==> config.mk <==
export PLATFORM = sky130hd
export DESIGN_NAME = sac_ctrl
export DESIGN_NICKNAME = d
export VERILOG_FILES = /design/src/design/sac_pkg.sv /design/src/design/sac_ctrl.sv
export SDC_FILE = /design/constraint.sdc
export NUM_CORES = 1
export LEC_CHECK = 0
export BUFFER_PORTS_ARGS = -buffer_cell sky130_fd_sc_hd__buf_2
export CORE_MARGIN = 2
export CORE_UTILIZATION = 40
export DETAILED_ROUTE_END_ITERATION = 7
export GPL_ROUTABILITY_DRIVEN = 0
export PLACE_DENSITY = 0.72
export SLEW_MARGIN = 20
export SYNTH_ARGS = -nofsm -noshare
export SYNTH_HDL_FRONTEND = slang
export SYNTH_SLANG_ARGS = --single-unit
==> constraint.sdc <==
create_clock -name core_clk_in -period 2.9 [get_ports core_clk_in]
set_input_delay 0.145 -clock core_clk_in [delete_from_list [all_inputs] [get_ports core_clk_in]]
set_output_delay 0.145 -clock core_clk_in [all_outputs]
set_load 0.05 [all_outputs]
==> src/design/sac_pkg.sv <==
/*
  Constants for the converter control block: coding, mode, range and
  power-down encodings, reset values, frame counts and LSB weights.
  Assumes a single core clock domain and no bus.
*/
package sac_pkg;
  // ----------------------------------------------------------------
  // Result format
  // ----------------------------------------------------------------
  localparam int RES_BITS = 13;
  localparam int CODE_COUNT = 8192;
  localparam logic [3:0] EDGE_LAST_BIT = 4'hD;
  localparam logic [3:0] EDGE_TRACK = 4'hE;
  localparam logic [3:0] BIT_IDX_MSB = 4'hC;
  localparam logic [RES_BITS-1:0] TRIAL_MSB = 13'h1000;
  localparam logic [RES_BITS-1:0] CODE_ZERO = 13'h0000;
  // ----------------------------------------------------------------
  // Control encodings and reset values
  // ----------------------------------------------------------------
  localparam logic [1:0] MODE_SINGLE8 = 2'h0;
  localparam logic [1:0] MODE_DIFF4 = 2'h1;
  localparam logic [1:0] MODE_PSEUDO4 = 2'h2;
  localparam logic [1:0] MODE_PSEUDO7 = 2'h3;
  localparam logic CODING_TWOS = 1'b0;
  localparam logic CODING_BINARY = 1'b1;
  localparam logic REF_EXTERNAL = 1'b0;
  localparam logic REF_INTERNAL = 1'b1;
  localparam logic [1:0] PD_NONE = 2'h0;
  localparam logic [1:0] RANGE_PM10 = 2'h0;
  localparam logic [1:0] RANGE_PM5 = 2'h1;
  localparam logic [1:0] RANGE_PM2P5 = 2'h2;
  localparam logic [1:0] RANGE_0TO10 = 2'h3;
  // ----------------------------------------------------------------
  // LSB weights in nanovolts
  // ----------------------------------------------------------------
  localparam logic [21:0] LSB_PM10_NV = 22'h253F28;
  localparam logic [21:0] LSB_PM5_NV = 22'h129DA0;
  localparam logic [21:0] LSB_PM2P5_NV = 22'h094ED0;
  // ----------------------------------------------------------------
  // Sequencer states
  // ----------------------------------------------------------------
  typedef enum logic [2:0] {
    ST_TRACK = 3'b001,
    ST_CONV = 3'b010,
    ST_DONE = 3'b100
  } sac_state_type;
endpackage

==> src/design/sac_ctrl.sv <==
/*
  Conversion control of a 13-bit successive approximation converter.
  Assumes chip select and serial clock arrive as pins from a host and the
  comparator output is already on the core clock.
*/
`timescale 1ns/1ns
module sac_ctrl (
  input wire logic core_clk_in,
  input wire logic resetn_in,
  input wire logic cs_n_in,
  input wire logic sclk_in,
  input wire logic comp_in,
  input wire logic ctrl_wr_in,
  input wire logic [1:0] mode_in,
  input wire logic ref_sel_in,
  input wire logic coding_in,
  input wire logic [1:0] pd_in,
  input wire logic [1:0] range_in,
  output logic [1:0] mode_out,
  output logic diff_out,
  output logic int_ref_out,
  output logic coding_out,
  output logic [1:0] pd_out,
  output logic [1:0] range_out,
  output logic [21:0] lsb_nv_out,
  output logic power_save_out,
  output logic track_out,
  output logic [sac_pkg::RES_BITS-1:0] dac_code_out,
  output logic dout_out,
  output logic dout_oe_out,
  output logic [sac_pkg::RES_BITS-1:0] result_out,
  output logic result_valid_out
);
  import sac_pkg::*;

  // ----------------------------------------------------------------
  // Pin synchronisers
  // ----------------------------------------------------------------
  logic [2:0] cs_sync_q, cs_sync_d;
  logic [2:0] sclk_sync_q, sclk_sync_d;
  logic cs_lvl_q, cs_lvl_d;
  logic sclk_lvl_q, sclk_lvl_d;
  logic cs_fall, sclk_rise;
  always_comb begin
    cs_sync_d = {cs_sync_q[1:0], cs_n_in};
    sclk_sync_d = {sclk_sync_q[1:0], sclk_in};
    cs_lvl_d = (cs_sync_q[1] == cs_sync_q[2]) ? cs_sync_q[2] : cs_lvl_q;
    sclk_lvl_d = (sclk_sync_q[1] == sclk_sync_q[2]) ? sclk_sync_q[2] : sclk_lvl_q;
    cs_fall = cs_lvl_q && !cs_lvl_d;
    sclk_rise = !sclk_lvl_q && sclk_lvl_d;
  end

  always_ff @(posedge core_clk_in) begin
    if (!resetn_in) begin
      cs_sync_q <= 3'h7;
      sclk_sync_q <= 3'h7;
      cs_lvl_q <= 1'b1;
      sclk_lvl_q <= 1'b1;
    end else begin
      cs_sync_q <= cs_sync_d;
      sclk_sync_q <= sclk_sync_d;
      cs_lvl_q <= cs_lvl_d;
      sclk_lvl_q <= sclk_lvl_d;
    end
  end

  // ----------------------------------------------------------------
  // Control settings
  // ----------------------------------------------------------------
  logic [1:0] mode_q, mode_d;
  logic ref_q, ref_d;
  logic coding_q, coding_d;
  logic [1:0] pd_q, pd_d;
  logic [1:0] range_q, range_d;

  always_comb begin
    mode_d = mode_q;
    ref_d = ref_q;
    coding_d = coding_q;
    pd_d = pd_q;
    range_d = range_q;
    if (ctrl_wr_in) begin
      mode_d = mode_in;
      ref_d = ref_sel_in;
      coding_d = coding_in;
      pd_d = pd_in;
      range_d = range_in;
    end
  end

  always_ff @(posedge core_clk_in) begin
    if (!resetn_in) begin
      mode_q <= MODE_SINGLE8;
      ref_q <= REF_EXTERNAL;
      coding_q <= CODING_TWOS;
      pd_q <= PD_NONE;
      range_q <= RANGE_PM10;
    end else begin
      mode_q <= mode_d;
      ref_q <= ref_d;
      coding_q <= coding_d;
      pd_q <= pd_d;
      range_q <= range_d;
    end
  end

  always_comb begin
    mode_out = mode_q;
    diff_out = (mode_q != MODE_SINGLE8);
    int_ref_out = (ref_q == REF_INTERNAL);
    coding_out = coding_q;
    pd_out = pd_q;
    range_out = range_q;
    case (range_q)
      RANGE_PM10: lsb_nv_out = LSB_PM10_NV;
      RANGE_PM5: lsb_nv_out = LSB_PM5_NV;
      RANGE_PM2P5: lsb_nv_out = LSB_PM2P5_NV;
      default: lsb_nv_out = LSB_PM5_NV;
    endcase
  end
  // ----------------------------------------------------------------
  // Conversion sequencer
  // ----------------------------------------------------------------
  sac_state_type state_q, state_d;
  logic [3:0] edge_cnt_q, edge_cnt_d;
  logic [3:0] bit_idx_q, bit_idx_d;
  logic [RES_BITS-1:0] trial_q, trial_d;
  logic [RES_BITS-1:0] result_q, result_d;
  logic frame_coding_q, frame_coding_d;
  logic dout_q, dout_d;
  logic valid_q, valid_d;
  logic [RES_BITS-1:0] kept;

  always_comb begin
    state_d = state_q;
    edge_cnt_d = edge_cnt_q;
    bit_idx_d = bit_idx_q;
    trial_d = trial_q;
    result_d = result_q;
    frame_coding_d = frame_coding_q;
    dout_d = dout_q;
    valid_d = 1'b0;
    kept = trial_q;
    if (!comp_in) begin
      kept[bit_idx_q] = 1'b0;
    end
    case (state_q)
      ST_TRACK: begin
        if (cs_fall) begin
          state_d = ST_CONV;
          edge_cnt_d = 4'h0;
          bit_idx_d = BIT_IDX_MSB;
          trial_d = TRIAL_MSB;
          frame_coding_d = coding_q;
          dout_d = 1'b0;
        end
      end
      ST_CONV: begin
        if (cs_lvl_d) begin
          state_d = ST_TRACK;
        end else if (sclk_rise) begin
          edge_cnt_d = edge_cnt_q + 4'h1;
          trial_d = kept;
          dout_d = kept[bit_idx_q] ^ ((bit_idx_q == BIT_IDX_MSB) && (frame_coding_q == CODING_TWOS));
          if (bit_idx_q == 4'h0) begin
            state_d = ST_DONE;
            valid_d = 1'b1;
            if (frame_coding_q == CODING_TWOS) begin
              result_d = {~kept[RES_BITS-1], kept[RES_BITS-2:0]};
            end else begin
              result_d = kept;
            end
          end else begin
            bit_idx_d = bit_idx_q - 4'h1;
            trial_d[bit_idx_q - 4'h1] = 1'b1;
          end
        end
      end
      ST_DONE: begin
        if (cs_lvl_d) begin
          state_d = ST_TRACK;
        end else if (sclk_rise) begin
          edge_cnt_d = edge_cnt_q + 4'h1;
          if (edge_cnt_q + 4'h1 == EDGE_TRACK) begin
            state_d = ST_TRACK;
          end
        end
      end
      default: state_d = ST_TRACK;
    endcase
  end
  always_ff @(posedge core_clk_in) begin
    if (!resetn_in) begin
      state_q <= ST_TRACK;
      edge_cnt_q <= 4'h0;
      bit_idx_q <= BIT_IDX_MSB;
      trial_q <= CODE_ZERO;
      result_q <= CODE_ZERO;
      frame_coding_q <= CODING_TWOS;
      dout_q <= 1'b0;
      valid_q <= 1'b0;
    end else begin
      state_q <= state_d;
      edge_cnt_q <= edge_cnt_d;
      bit_idx_q <= bit_idx_d;
      trial_q <= trial_d;
      result_q <= result_d;
      frame_coding_q <= frame_coding_d;
      dout_q <= dout_d;
      valid_q <= valid_d;
    end
  end
  always_comb begin
    track_out = (state_q == ST_TRACK);
    power_save_out = (state_q == ST_TRACK) && cs_lvl_q && (pd_q != PD_NONE);
    dac_code_out = trial_q;
    dout_out = dout_q;
    dout_oe_out = !cs_lvl_q;
    result_out = result_q;
    result_valid_out = valid_q;
  end
endmodule

# After elaboration in Yosys (flattened, before gate mapping)
# Cells that the tools add are included.
# op_classes
add_sub_neg	2
n_lt_le_gt_ge	4
eq_ne	18
mux	38
bitwise_logic	10
n_reduce_logical	24
# op_table
op	n
$mux 13	6
$pmux 22 s2	1
$mux 4	7
$pmux 13 s2	1
$mux 3	7
$pmux 4 s2	2
$and 13x13->13	1
$not 13->13	1
$or 13x13->13	1
$ne 3x3->1 const B	4
$reduce_and 4->1	3
$lt 4x5->1 const B	2
$reduce_and 5->1	2
$mux 1	9
$pmux 3 s3	1
$demux 1 s4	2
$eq 4x4->1 const B	2
$ge 4x1->1 const B	2
$ne 2x2->1 const B	4
$reduce_bool 2->1	4
$logic_and 1x1->1	7
$not 1->1	6
$add 4x1->4 const B	1
$bmux 1 s4	1
15 further kinds	19
# word_totals
ff_bits	56
in_bits	14
word_cells	113

# Depth between registers and ports, before layout
# Gate-level depths: netlist (run 1).
# logic_depth
depth_word	13
mapped_depth	10
ltp_nobuf	8

# Worst setup path after synthesis (run 1)
# OpenSTA, ideal clock, no wires.
# synth_path
path_type	flip-flop to output port
start	register range_q[0] (netlist: range_out[0])
end	output lsb_nv_out[14]
arrival_ns	2.241
slack_ns	0.514
stages_incl_launch_ff	5
cell_sequence	dfxtp_1 -> inv_1 -> nand2_1 -> inv_1 -> buf_4
# synth_via
elab_chain_cells	2
word_cells_on_any_way	3
# synth_lines
element	line	rtl
start, declared	sac_ctrl.sv:74	logic [1:0] range_q, range_d;
start signal, assigned	sac_ctrl.sv:103	range_q <= range_d;
$eq 2x2->1 or $logic_not 2->1 (tied branches)	sac_ctrl.sv:114	case (range_q)
$pmux 22 s2 (*)	sac_ctrl.sv:114	
end, declared	sac_ctrl.sv:25	output logic [21:0] lsb_nv_out,
# Every way passes the cells marked *; elsewhere a longest branch is shown, timed or not.

# Worst setup path after layout (run 1)
# layout_path
start	register bit_idx_q[0]
end	register dout_q (netlist: dout_out)
# layout_via
elab_chain_cells	13
word_cells_on_any_way	16
# layout_lines
element	line	rtl
start, declared	sac_ctrl.sv:126	logic [3:0] bit_idx_q, bit_idx_d;
start signal, assigned	sac_ctrl.sv:205	bit_idx_q <= bit_idx_d;
$lt 4x5->1 (implied by the code) or $ge 4x1->1 (tied branches)	sac_ctrl.sv:145	kept[bit_idx_q] = 1'b0;
$logic_and 1x1->1 (implied by the code)	sac_ctrl.sv:145	
$mux 1 (implied by the code)	sac_ctrl.sv:145	
$demux 1 s4	sac_ctrl.sv:145	
$not 13->13 (no source line)	-	
$and 13x13->13 (no source line)	-	
$mux 13	sac_ctrl.sv:144	if (!comp_in) begin
$bmux 1 s4	sac_ctrl.sv:164	dout_d = kept[bit_idx_q] ^ ((bit_idx_q == BIT_IDX_MSB) && (frame_coding_q == CODING_TWOS));
$mux 1 (implied by the code)	sac_ctrl.sv:164	
$xor 1x1->1 (*)	sac_ctrl.sv:164	
$mux 1 (*)	sac_ctrl.sv:161	end else if (sclk_rise) begin
$mux 1 (*)	sac_ctrl.sv:159	if (cs_lvl_d) begin
$pmux 1 s2 (*)	sac_ctrl.sv:147	case (state_q)
end signal, assigned	sac_ctrl.sv:209	dout_q <= dout_d;
end, declared	sac_ctrl.sv:130	logic dout_q, dout_d;
# Every way passes the cells marked *; elsewhere a longest branch is shown, timed or not. The select of a mux whose other input is x is not followed.
# A chain may end at the register's enable or synchronous reset.

==> Flow_metrics.wiki, run 1 <==
{| class="wikitable"
! Metric !! Value
|-
| Result of the run || completed
|-
| Crit start category || register
|-
| Final non-filler cell area || 3210 sq um
|-
| Crit path arrival time || 2.73 ns
|-
| Placement Cell Area || 3080 sq um
|-
| Die Area || 7630 sq um
|-
| Number of detailed-route iterations in the first pass || 4
|-
| Slew headroom || 0.551
|-
| Most frequent cell after synthesis || sky130_fd_sc_hd__dfxtp_1
|-
| Top cell types by occurrence after synthesis || sky130_fd_sc_hd__dfxtp_1 (56), sky130_fd_sc_hd__nor2_1 (51), sky130_fd_sc_hd__nand2_1 (45), sky130_fd_sc_hd__a21oi_1 (33), sky130_fd_sc_hd__o21ai_0 (18)
|-
| Clock edge transition at the registers on the reported setup and hold paths || 0.09 ns
|-
| Worst slack at placement || 0.488 ns
|-
| Fraction of power consumed by sequential logic || 0.534
|-
| Critical setup path kind || register to register
|-
| Count of warnings emitted by yosys || 0
|-
| Clk Tree Root Cell || sky130_fd_sc_hd__clkbuf_8
|-
| Crit-path max FO || 14
|-
| Number of rows created at floorplan || 30
|-
| Setup repair after global routing missed its margin || no
|-
| Quantity of hold-fixing buffers added after cts || 0
|-
| #FFs+latches synth || 56
|-
| Proportion of synthesized chip area in sequential cells || 0.403
|-
| Required arrival time at the worst endpoint || 3.12 ns
|-
| Most frequently used flop master after synthesis || sky130_fd_sc_hd__dfxtp_1
|-
| Maximum number of pins on one net before global-route repair || 24
|-
| Adder and majority gate portion of the synthesized area || 0.0396
|-
| Classification of the worst-slack hold path || input pin to register
|-
| Async set or reset register ratio after synthesis || 0
|-
| Post-cts resize count || 0
|-
| Mean Syn Cell Area || 7.83 sq um
|-
| Max-Cap Viols || 0
|-
| Fraction of synthesized cell area in xor and xnor cells || 0.00945
|-
| Effective utilization at floorplan || 0.411
|-
| Peak VDD IR || 0.000260 V
|-
| Switching fraction of total power || 0.270
|-
| Simple-gate area share of the yosys netlist || 0.259
|-
| Global-route wire length before repair || 10,800 microns
|-
| Power per cell area || 458 nW/um^2
|-
| Number of setup violations in the final report || 0
|-
| Accumulated negative setup slack || 0 ns
|-
| TritonCTS clock tree || built
|-
| Routed via count || 2,646
|-
| Antenna-violating nets left || 0
|-
| Total internal power || 0.00107 W
|-
| Slew Viols, Final || 0
|-
| Post-CTS setup-driven buffer insertion count || 0
|-
| HPWL after DPL || 4920 microns
|-
| Final critical-path share of the clock period || 0.864
|-
| Final Net Count || 429
|-
| Count of unresolved DRC violations after routing || 0
|-
| Number of library cell types mapped by synthesis || 45
|-
| Net switching component of the power || 0.000398 W
|-
| I/O pin cnt || 76
|-
| Hold Violations, Final || 0
|-
| Synthesized netlist cell count || 355
|-
| Vertical die dimension || 87.4 microns
|-
| CTS H-tree lvls || 2
|-
| Compound-cell area share of the yosys netlist || 0.179
|-
| Number of flops mapped to enable cells by yosys || 0
|-
| Final critical path time including I/O delays and setup || 2.51 ns
|-
| Via/cell ratio || 5.42
|-
| Area growth, synth to finish || 15.4%
|-
| Largest family of logic cells by synthesized area || simple AND/OR/NAND/NOR gates
|-
| Fraction of layout cells with a size suffix above 1 || 0.221
|-
| Total global routing track utilization || 0.177
|-
| Worst Hold Launch || range_in[0]
|-
| Leakage component of the power || 1.36 nW
|-
| Total instance count after detailed placement || 478
|-
| Post-synth design cell area || 2780 sq um
|-
| Part of the total power dissipated in the clock network || 0.342
|-
| Total CTS buffers || 5
|-
| Routed WL per cell || 13.9 microns
|-
| Biggest area contributors in the synthesized netlist || sky130_fd_sc_hd__dfxtp_1 (40%), sky130_fd_sc_hd__nor2_1 (6.9%), sky130_fd_sc_hd__nand2_1 (6.1%)
|-
| Buffers from clock root to sink, at most || 2
|-
| Inserted Diodes || 0
|-
| TritonCTS sink count || 56
|-
| Fraction of synthesized cell area taken by the top area cell type || 0.403
|-
| Clock tree skew after final layout || 0.00465 ns
|-
| Global-route congestion overflow total || 0
|-
| # port buffers || 70
|-
| Die X-Extent || 87.4 microns
|-
| 1st-iter DRT viols || 252
|-
| Crit Reg-Reg Startpoint || bit_idx_q[0]
|-
| Highest attainable clock frequency || 0.399 GHz
|-
| Number of standard cells in the final layout excluding fillers || 488
|-
| Drt total wl || 6790 microns
|-
| Worst setup path startpoint || bit_idx_q[0]
|-
| Post-layout worst setup margin || 0.395 ns
|-
| Crit. End Element || register
|-
| Core Region || 6760 sq um
|-
| Top cell type by total area after synthesis || sky130_fd_sc_hd__dfxtp_1
|-
| Worst Max-Slew Pin Slew || 0.673 ns
|-
| Via count of the first global-routing pass || 2,299
|-
| Antenna violations before repair || 0
|-
| Clock network latency to the later pin of the worst-skew pair || 0.31 ns
|-
| Combinational group share of total power || 0.124
|-
| Mux contribution to synthesized area || 0.0288
|}
## placed cells by master, fill, tap and decap left out, drive strengths merged, types with 2 or more instances in the layout
master        n
nor2         51
a2bb2oi       4
xor2          3
o21ai        18
a21oi        33
nand3        12
mux2i         8
nor3          8
or3b          2
or3           3
ha            8
and2          2
o22ai         4
or2           5
a21o          4
inv           8
conb          5
o31a          2
dfxtp        56
a22oi         2
buf          73
a21boi        5
clkinv        2
a31oi         2
nand2        45
clkbuf        6
a2111oi       3
dlygate4sd3   2
nand2b       16
nor3b         3
## metrics by stage
stage	util	power (W)	hold WS, ns
after floorplan	-	0.000963	0.218
after global placement	0.456	0.000982	0.328
after detailed placement	0.456	0.000984	0.330
after CTS	0.472	0.00149	0.000592
after global routing	0.475	0.00153	0.0659
final	0.475	0.00147	0.0591
## kinds of logic after synthesis
| family | count (synthesis) |
|---|---|
| AOI/OAI and AO/OA | 82 |
| other | 2 |
| adders and majority gates | 9 |
| xor gates and xnor gates | 3 |
| muxes | 8 |
| DFF | 56 |
| and+or+nand+nor | 153 |
| buffers and inverters | 42 |
## final cells by class
cell class / count / area, sq um
Clock buffer: 6 / 72.6
Fill cell: 677 / 3550
Sequential cell: 56 / 1120
Timing Repair Buffer: 75 / 393
Clock inverter: 2 / 35.0
Inverter: 9 / 33.8
Tap cell: 80 / 100
Multi-Input combinational cell: 260 / 1450
## state kept, by name, summed over array words and instances (netlist names)
register          flops
bit_idx_q             4
coding_out            1
cs_lvl_q              1
cs_sync_q             3
dac_code_out         13
dout_out              1
edge_cnt_q            4
frame_coding_q        1
int_ref_out           1
mode_out              2
pd_out                2
range_out             2
result_out           13
result_valid_out      1
sclk_lvl_q            1
sclk_sync_q           3
state_q               3
## metal layers
layer	track usage	wire, microns	vias up
li1	-	-	1292
met1	0.232	3010	1219
met2	0.281	3130	108
met3	0.0303	413	27
met4	0.0867	239	0
met5	0	0	-
## path summary, 6_finish.rpt
path         slack (ns)  cells after the start        endpoint
max                0.39                      8        dout_out
min                0.06                      3    range_out[0]
max reg2reg        0.39                      8        dout_out
min reg2reg        0.41                      1  sclk_sync_q[1]
## power by group through the flow
| stage | registers (W) | logic (W) | clock network, W |
|---|---|---|---|
| after floorplan | 0.000825 | 0.000137 | 0 |
| after global placement | 0.000803 | 0.000179 | 0 |
| after detailed placement | 0.000804 | 0.000181 | 0 |
| after CTS | 0.000786 | 0.000181 | 0.000521 |
| after global routing | 0.000787 | 0.000192 | 0.000549 |
| final | 0.000785 | 0.000182 | 0.000503 |
## critical path: stages, from the launching register on
cell and delay [ns]:
sky130_fd_sc_hd__dfxtp_1 0.45, sky130_fd_sc_hd__inv_1 0.20, sky130_fd_sc_hd__ha_1 0.44, sky130_fd_sc_hd__nand2_1 0.19, sky130_fd_sc_hd__o21ai_0 0.39, sky130_fd_sc_hd__a2bb2o_1 0.35, sky130_fd_sc_hd__nor4_1 0.17, sky130_fd_sc_hd__a21oi_1 0.07
sky130_fd_sc_hd__o32ai_1 0.15
(Power assumes the default switching activity.)
==> run 2: changes to the inputs <==
- CTS_BUF_LIST: unset -> sky130_fd_sc_hd__clkbuf_8
==> run 2 against run 1 <==
  * Clock-buffer cell count decreased by 1
  * Non-clock buffer count is the same
  * Fmax shrank 0.57%
  * Sequential power is essentially flat
  * Critical path depth is the same
  * Sequential share of layout area unchanged
  * Routed wire length fell by 0.35%
  * First-iteration DRC count up 2.0%
  * Combinational power about the same
  * Die area stayed put
  * Cell area is the same
  * Clock power decreased by 0.8%
  * Critical endpoint unchanged
==> Flow_metrics.wiki, run 2 (same netlist as run 1, synthesis figures left out) <==
{| class="wikitable"
! Metric !! Value
|-
| Total CTS buffers || 5 (unchanged)
|-
| Slew headroom || 0.534 (was 0.551)
|-
| Crit. End Element || register (unchanged)
|-
| Highest attainable clock frequency || 0.397 GHz (was 0.399 GHz)
|-
| # port buffers || 70 (unchanged)
|-
| TritonCTS clock tree || built (unchanged)
|-
| Via count of the first global-routing pass || 2,299 (unchanged)
|-
| Core Region || 6760 sq um (unchanged)
|-
| Crit path arrival time || 2.74 ns (was 2.73 ns)
|-
| Critical setup path kind || register to register (unchanged)
|-
| Via/cell ratio || 5.41 (was 5.42)
|-
| Setup repair after global routing missed its margin || no (unchanged)
|-
| Top library cells by usage in the layout, fill and taps aside || sky130_fd_sc_hd__buf_2 (70), sky130_fd_sc_hd__dfxtp_1 (56), sky130_fd_sc_hd__nor2_1 (50), sky130_fd_sc_hd__nand2_1 (45), sky130_fd_sc_hd__a21oi_1 (33) (unchanged)
|-
| Global-route wire length before repair || 10,800 microns (unchanged)
|-
| Slew Viols, Final || 0 (unchanged)
|-
| Final critical path time including I/O delays and setup || 2.52 ns (was 2.51 ns)
|-
| TritonCTS sink count || 56 (unchanged)
|-
| Count of unresolved DRC violations after routing || 0 (unchanged)
|-
| 1st-iter DRT viols || 257 (was 252)
|-
| Placement Cell Area || 3080 sq um (unchanged)
|-
| Post-CTS setup-driven buffer insertion count || 0 (unchanged)
|-
| Routed via count || 2,639 (was 2,646)
|-
| Post-cts resize count || 0 (unchanged)
|-
| Buffers from clock root to sink, at most || 2 (unchanged)
|-
| Crit-path max FO || 14 (unchanged)
|-
| HPWL after DPL || 4920 microns (unchanged)
|-
| Number of setup violations in the final report || 0 (unchanged)
|-
| Required arrival time at the worst endpoint || 3.12 ns (about the same)
|-
| Fraction of layout cells with a size suffix above 1 || 0.221 (unchanged)
|-
| Clock network latency to the later pin of the worst-skew pair || 0.31 ns (about the same)
|-
| Final non-filler cell area || 3210 sq um (unchanged)
|-
| Die Area || 7630 sq um (unchanged)
|-
| Inserted Diodes || 0 (unchanged)
|-
| Antenna-violating nets left || 0 (unchanged)
|-
| Clock tree skew after final layout || 0.00392 ns (was 0.00465 ns)
|-
| Commonest non-fill, non-tap cell in the layout || sky130_fd_sc_hd__buf_2 (unchanged)
|-
| CTS H-tree lvls || 2 (unchanged)
|-
| Die X-Extent || 87.4 microns (unchanged)
|-
| Number of rows created at floorplan || 30 (unchanged)
|-
| Vertical die dimension || 87.4 microns (unchanged)
|-
| I/O pin cnt || 76 (unchanged)
|-
| Classification of the worst-slack hold path || input pin to register (unchanged)
|-
| Final worst hold slack || 0.0586 ns (was 0.0591 ns)
|-
| Max-Cap Viols || 0 (unchanged)
|-
| Effective utilization at floorplan || 0.411 (unchanged)
|-
| Maximum number of pins on one net before global-route repair || 24 (unchanged)
|-
| Accumulated negative setup slack || 0 ns (unchanged)
|-
| Final Net Count || 429 (unchanged)
|-
| Leakage component of the power || 1.37 nW (was 1.36 nW)
|-
| Final critical-path share of the clock period || 0.869 (was 0.864)
|-
| Drt total wl || 6760 microns (was 6790 microns)
|-
| Crit start category || register (unchanged)
|-
| Antenna violations before repair || 0 (unchanged)
|-
| Number of detailed-route iterations in the first pass || 4 (unchanged)
|-
| Routed WL per cell || 13.9 microns (about the same)
|-
| Power per cell area || 457 nW/um^2 (was 458 nW/um^2)
|-
| Utilization after layout || 0.475 (unchanged)
|-
| Clock edge transition at the registers on the reported setup and hold paths || 0.09 ns (about the same)
|-
| Global-route congestion overflow total || 0 (unchanged)
|-
| Area growth, synth to finish || 15.4% (unchanged)
|-
| Hold Violations, Final || 0 (unchanged)
|-
| Worst Max-Slew Pin Slew || 0.698 ns (was 0.673 ns)
|-
| Clk Tree Root Cell || sky130_fd_sc_hd__clkbuf_8 (unchanged)
|-
| Total global routing track utilization || 0.177 (unchanged)
|-
| Result of the run || completed (unchanged)
|-
| Peak VDD IR || 0.000254 V (was 0.000260 V)
|}
[run 2: cell count changes in the layout (fill, tap and decap cells not counted), sizes merged]
cell,before,now
clkbuf,6,5
inv,8,9
[run 2: worst max-delay path, stage by stage, from the launching register on]
cell	delay, ns
sky130_fd_sc_hd__dfxtp_1	0.45
sky130_fd_sc_hd__inv_1	0.20
sky130_fd_sc_hd__ha_1	0.44
sky130_fd_sc_hd__nand2_1	0.19
sky130_fd_sc_hd__o21ai_0	0.39
sky130_fd_sc_hd__a2bb2o_1	0.36
sky130_fd_sc_hd__nor4_1	0.18
sky130_fd_sc_hd__a21oi_1	0.07
sky130_fd_sc_hd__o32ai_1	0.15
[run 2: timing repair]
item,4_1_cts,5_1_grt
hold endpoints to repair,0,2
endpoints found under the setup margin,0,0
hold buffers,0,2
[run 2: path summary, 6_finish.rpt]
kind / start / endpoint / slack (ns) / cells after the start
worst min register to register: sclk_sync_q[0] / sclk_sync_q[1] / 0.41 / 1
worst min-delay path: range_in[0] / range_out[0] / 0.06 / 3
worst max-delay path: bit_idx_q[0] / dout_out / 0.38 / 8
worst max register to register: bit_idx_q[0] / dout_out / 0.38 / 8
[run 2: metal layers]
layer	track usage	vias up	wire length, microns
met4	0.0867	0	205
met5	0	-	0
met1	0.232	1229	2940
met3	0.0303	22	394
met2	0.281	101	3220
li1	-	1287	-
[run 2: final cells by class]
cell class,instances,area (sq um)
clock buffers,5,68.8
flip-flops and latches,56,1120
multi-input cells,260,1450
repair buffers,75,393
fillers,677,3550
inverters,9,33.8
well taps,80,100
clock inverters,3,38.8
[run 2: per-stage QoR]
| step | power [W] | cells | worst slack (ns) |
|---|---|---|---|
| after global placement | 0.000982 | 478 | 0.612 |
| after floorplan | 0.000963 | 358 | 0.514 |
| after detailed placement | 0.000984 | 478 | 0.488 |
| final | 0.00147 | 488 | 0.380 |
| after CTS | 0.00148 | 486 | 0.457 |
| after global routing | 0.00153 | 488 | 0.161 |
[run 2: report_power, final]
part / total [W] / switching [W] / internal, W / leakage [nW]
sequential: 0.000785 / 0.00000682 / 0.000779 / 0.454
clock: 0.000499 / 0.000246 / 0.000253 / 0.0593
combinational: 0.000182 / 0.000144 / 0.0000382 / 0.853
==> run 3: changes to the inputs <==
- ABC_AREA: unset -> 1
- PLACE_DENSITY: 0.72 -> 0.71
- SLEW_MARGIN: 20 -> 25
==> run 3 against run 2 <==
  * Routed wire length rose by 0.99%
  * Highest routed layer unchanged
  * Die area up 1.7%
  * Hold slack got worse by 0.053 ns
  * Largest power group unchanged
  * Power fell by 1.2%
  * Clock power decreased by 12%
  * Critical path depth up 5
  * Final cell count rose by 10%
  * Clock skew is 0.0030 ns higher
==> Flow_metrics.wiki, run 3 <==
{| class="wikitable"
! Metric !! Value
|-
| Result of the run || completed (unchanged)
|-
| Utilization after layout || 0.471 (was 0.475)
|-
| Clock network latency to the later pin of the worst-skew pair || 0.32 ns (was 0.31 ns)
|-
| #FFs+latches synth || 56 (unchanged)
|-
| Hold Violations, Final || 0 (unchanged)
|-
| HPWL after DPL || 5130 microns (was 4920 microns)
|-
| Fraction of power consumed by sequential logic || 0.545 (was 0.535)
|-
| Crit start category || register (unchanged)
|-
| Inserted Diodes || 0 (unchanged)
|-
| Quantity of hold-fixing buffers added after cts || 0 (unchanged)
|-
| Commonest non-fill, non-tap cell in the layout || sky130_fd_sc_hd__nand2_1 (was sky130_fd_sc_hd__buf_2)
|-
| TritonCTS sink count || 56 (unchanged)
|-
| Die Area || 7760 sq um (was 7630 sq um)
|-
| I/O pin cnt || 76 (unchanged)
|-
| Antenna-violating nets left || 0 (unchanged)
|-
| Slew Viols, Final || 0 (unchanged)
|-
| Final Net Count || 462 (was 429)
|-
| Clock tree skew after final layout || 0.00693 ns (was 0.00392 ns)
|-
| Via count of the first global-routing pass || 2,367 (was 2,299)
|-
| Mean Syn Cell Area || 7.31 sq um (was 7.83 sq um)
|-
| Clk Tree Root Cell || sky130_fd_sc_hd__clkbuf_8 (unchanged)
|-
| Number of detailed-route iterations in the first pass || 5 (was 4)
|-
| Routed via count || 2,664 (was 2,639)
|-
| Number of rows created at floorplan || 30 (unchanged)
|-
| # port buffers || 70 (unchanged)
|-
| Total internal power || 0.000997 W (was 0.00107 W)
|-
| Part of the total power dissipated in the clock network || 0.305 (was 0.340)
|-
| Final critical-path share of the clock period || 0.740 (was 0.869)
|-
| Number of setup violations in the final report || 0 (unchanged)
|-
| Vertical die dimension || 88.1 microns (was 87.4 microns)
|-
| Maximum number of pins on one net before global-route repair || 30 (was 24)
|-
| Fill count || 699 (was 677)
|-
| Routed WL per cell || 12.7 microns (was 13.9 microns)
|-
| Final critical path time including I/O delays and setup || 2.15 ns (was 2.52 ns)
|-
| Buffers from clock root to sink, at most || 2 (unchanged)
|-
| Total CTS buffers || 5 (unchanged)
|-
| Core Region || 6830 sq um (was 6760 sq um)
|-
| Die X-Extent || 88.1 microns (was 87.4 microns)
|-
| Crit-path max FO || 10 (was 14)
|-
| Max-Cap Viols || 0 (unchanged)
|-
| Critical setup path kind || register to register (unchanged)
|-
| Switching fraction of total power || 0.312 (was 0.271)
|-
| 1st-iter DRT viols || 181 (was 257)
|-
| Fraction of layout cells with a size suffix above 1 || 0.240 (was 0.221)
|-
| Total instance count after detailed placement || 529 (was 478)
|-
| Area growth, synth to finish || 13.8% (was 15.4%)
|-
| TritonCTS clock tree || built (unchanged)
|-
| Combinational group share of total power || 0.150 (was 0.124)
|-
| Post-CTS setup-driven buffer insertion count || 0 (unchanged)
|-
| Highest attainable clock frequency || 0.466 GHz (was 0.397 GHz)
|-
| Most frequently used flop master after synthesis || sky130_fd_sc_hd__dfxtp_1 (unchanged)
|-
| Total global routing track utilization || 0.180 (was 0.177)
|-
| Count of warnings emitted by yosys || 0 (unchanged)
|-
| Number of standard cells in the final layout excluding fillers || 537 (was 488)
|-
| Via/cell ratio || 4.96 (was 5.41)
|-
| Clock edge transition at the registers on the reported setup and hold paths || 0.10 ns (was 0.09 ns)
|-
| Crit path arrival time || 2.40 ns (was 2.74 ns)
|-
| Most frequent cell after synthesis || sky130_fd_sc_hd__nand2_1 (was sky130_fd_sc_hd__dfxtp_1)
|-
| Biggest area contributors in the synthesized netlist || sky130_fd_sc_hd__dfxtp_1 (40%), sky130_fd_sc_hd__nand2_1 (11%), sky130_fd_sc_hd__a21oi_1 (6.5%) (was sky130_fd_sc_hd__dfxtp_1 (40%), sky130_fd_sc_hd__nor2_1 (6.9%), sky130_fd_sc_hd__nand2_1 (6.1%))
|-
| CTS H-tree lvls || 2 (unchanged)
|-
| Global-route congestion overflow total || 0 (unchanged)
|-
| Post-layout worst setup margin || 0.754 ns (was 0.380 ns)
|-
| Number of library cell types mapped by synthesis || 34 (was 45)
|-
| Drt total wl || 6830 microns (was 6760 microns)
|-
| Proportion of synthesized chip area in sequential cells || 0.396 (was 0.403)
|-
| Post-cts resize count || 0 (unchanged)
|-
| Count of unresolved DRC violations after routing || 0 (unchanged)
|-
| Async set or reset register ratio after synthesis || 0 (unchanged)
|-
| Global-route wire length before repair || 11,000 microns (was 10,800 microns)
|-
| Post-synth design cell area || 2830 sq um (was 2780 sq um)
|-
| Power per cell area || 450 nW/um^2 (was 457 nW/um^2)
|-
| Effective utilization at floorplan || 0.414 (was 0.411)
|-
| Fraction of synthesized cell area taken by the top area cell type || 0.396 (was 0.403)
|-
| Net switching component of the power || 0.000452 W (was 0.000397 W)
|-
| Crit. End Element || register (unchanged)
|-
| Required arrival time at the worst endpoint || 3.16 ns (was 3.12 ns)
|-
| Top cell type by total area after synthesis || sky130_fd_sc_hd__dfxtp_1 (unchanged)
|-
| Antenna violations before repair || 0 (unchanged)
|-
| Worst slack at placement || 0.818 ns (was 0.488 ns)
|-
| Leakage component of the power || 1.51 nW (was 1.37 nW)
|-
| Accumulated negative setup slack || 0 ns (unchanged)
|-
| Top library cells by usage in the layout, fill and taps aside || sky130_fd_sc_hd__nand2_1 (81), sky130_fd_sc_hd__buf_2 (70), sky130_fd_sc_hd__dfxtp_1 (56), sky130_fd_sc_hd__nor2_1 (37), sky130_fd_sc_hd__a21oi_1 (37) (was sky130_fd_sc_hd__buf_2 (70), sky130_fd_sc_hd__dfxtp_1 (56), sky130_fd_sc_hd__nor2_1 (50), sky130_fd_sc_hd__nand2_1 (45), sky130_fd_sc_hd__a21oi_1 (33))
|-
| Setup repair after global routing missed its margin || no (unchanged)
|-
| Top cell types by occurrence after synthesis || sky130_fd_sc_hd__nand2_1 (81), sky130_fd_sc_hd__dfxtp_1 (56), sky130_fd_sc_hd__a21oi_1 (37), sky130_fd_sc_hd__nor2_1 (37), sky130_fd_sc_hd__inv_1 (36) (was sky130_fd_sc_hd__dfxtp_1 (56), sky130_fd_sc_hd__nor2_1 (51), sky130_fd_sc_hd__nand2_1 (45), sky130_fd_sc_hd__a21oi_1 (33), sky130_fd_sc_hd__o21ai_0 (18))
|-
| Synthesized netlist cell count || 387 (was 355)
|-
| Peak VDD IR || 0.000267 V (was 0.000254 V)
|-
| Classification of the worst-slack hold path || input pin to register (unchanged)
|-
| Number of flops mapped to enable cells by yosys || 0 (unchanged)
|}
## run 3: cell types whose count changed in the layout (fill, tap and decap cells not counted), sizes merged, moves of 6 or more
cell	delta
inv	+35
mux2i	-8
nand2	+36
nand2b	-16
nand3	+6
nor2	-7
o21ai	+22
## run 3: worst max-delay path, cell delays in order (launching register included)
cell and delay (ns):
sky130_fd_sc_hd__dfxtp_1 0.56, sky130_fd_sc_hd__inv_1 0.23, sky130_fd_sc_hd__ha_1 0.29, sky130_fd_sc_hd__nand2_1 0.09, sky130_fd_sc_hd__inv_1 0.09, sky130_fd_sc_hd__nand2_1 0.09
sky130_fd_sc_hd__o21ai_1 0.12, sky130_fd_sc_hd__o21ai_0 0.17, sky130_fd_sc_hd__inv_1 0.06, sky130_fd_sc_hd__nand2_1 0.08, sky130_fd_sc_hd__nand3_1 0.07, sky130_fd_sc_hd__nand2_1 0.06
sky130_fd_sc_hd__nand3_1 0.06, sky130_fd_sc_hd__a21oi_1 0.13
## run 3: metrics by stage
stage / total power (W) / hold WS (ns) / instance area (sq um)
3_5_place_dp: 0.00103 / 0.341 / 3130
4_1_cts: 0.00146 / 0.00467 / 3220
3_3_place_gp: 0.00102 / 0.334 / 3130
5_1_grt: 0.00151 / 0.00695 / 3220
6_report: 0.00145 / 0.00551 / 3220
2_1_floorplan: 0.000998 / 0.252 / 2840
## run 3: cell families after synthesis
logic type	share of synthesized area
xor+xnor	0.00929
fa+ha+maj	0.0354
buf+inv	0.127
other cells	0.00265
simple gates	0.257
compound gates	0.172
flops	0.396
## run 3: final cells by class
type / instances / area (sq um) / area share
multi-input cells: 261 / 1360 / 0.423
well taps: 96 / 120 / 0.0373
repair buffers: 71 / 358 / 0.111
clock buffers: 5 / 68.8 / 0.0214
inverters: 45 / 169 / 0.0524
flip-flops and latches: 56 / 1120 / 0.348
clock inverters: 3 / 22.5 / 0.00699
## run 3: final timing paths
path,from,end,slack (ns),cells past startpoint
max,bit_idx_q[0],dout_out,0.75,13
min,sclk_in,sclk_sync_q[0],0.006,2
max reg2reg,bit_idx_q[0],dout_out,0.75,13
min reg2reg,sclk_sync_q[0],sclk_sync_q[1],0.42,1
## run 3: power by group through the flow
stage / sequential [W] / combinational, W / clock (W)
global route: 0.000792 / 0.000232 / 0.000485
detailed placement: 0.000808 / 0.000218 / 0
global placement: 0.000808 / 0.000216 / 0
CTS: 0.000790 / 0.000218 / 0.000455
finish: 0.000790 / 0.000218 / 0.000441
floorplan: 0.000834 / 0.000165 / 0
## run 3: metal layers
layer,vias to the layer above,wire (microns),track usage,share of wire
met4,0,216,0.0785,0.032
met5,-,0,0,0
met3,18,505,0.0386,0.074
li1,1334,-,-,-
met2,126,3090,0.304,0.45
met1,1186,3020,0.219,0.44
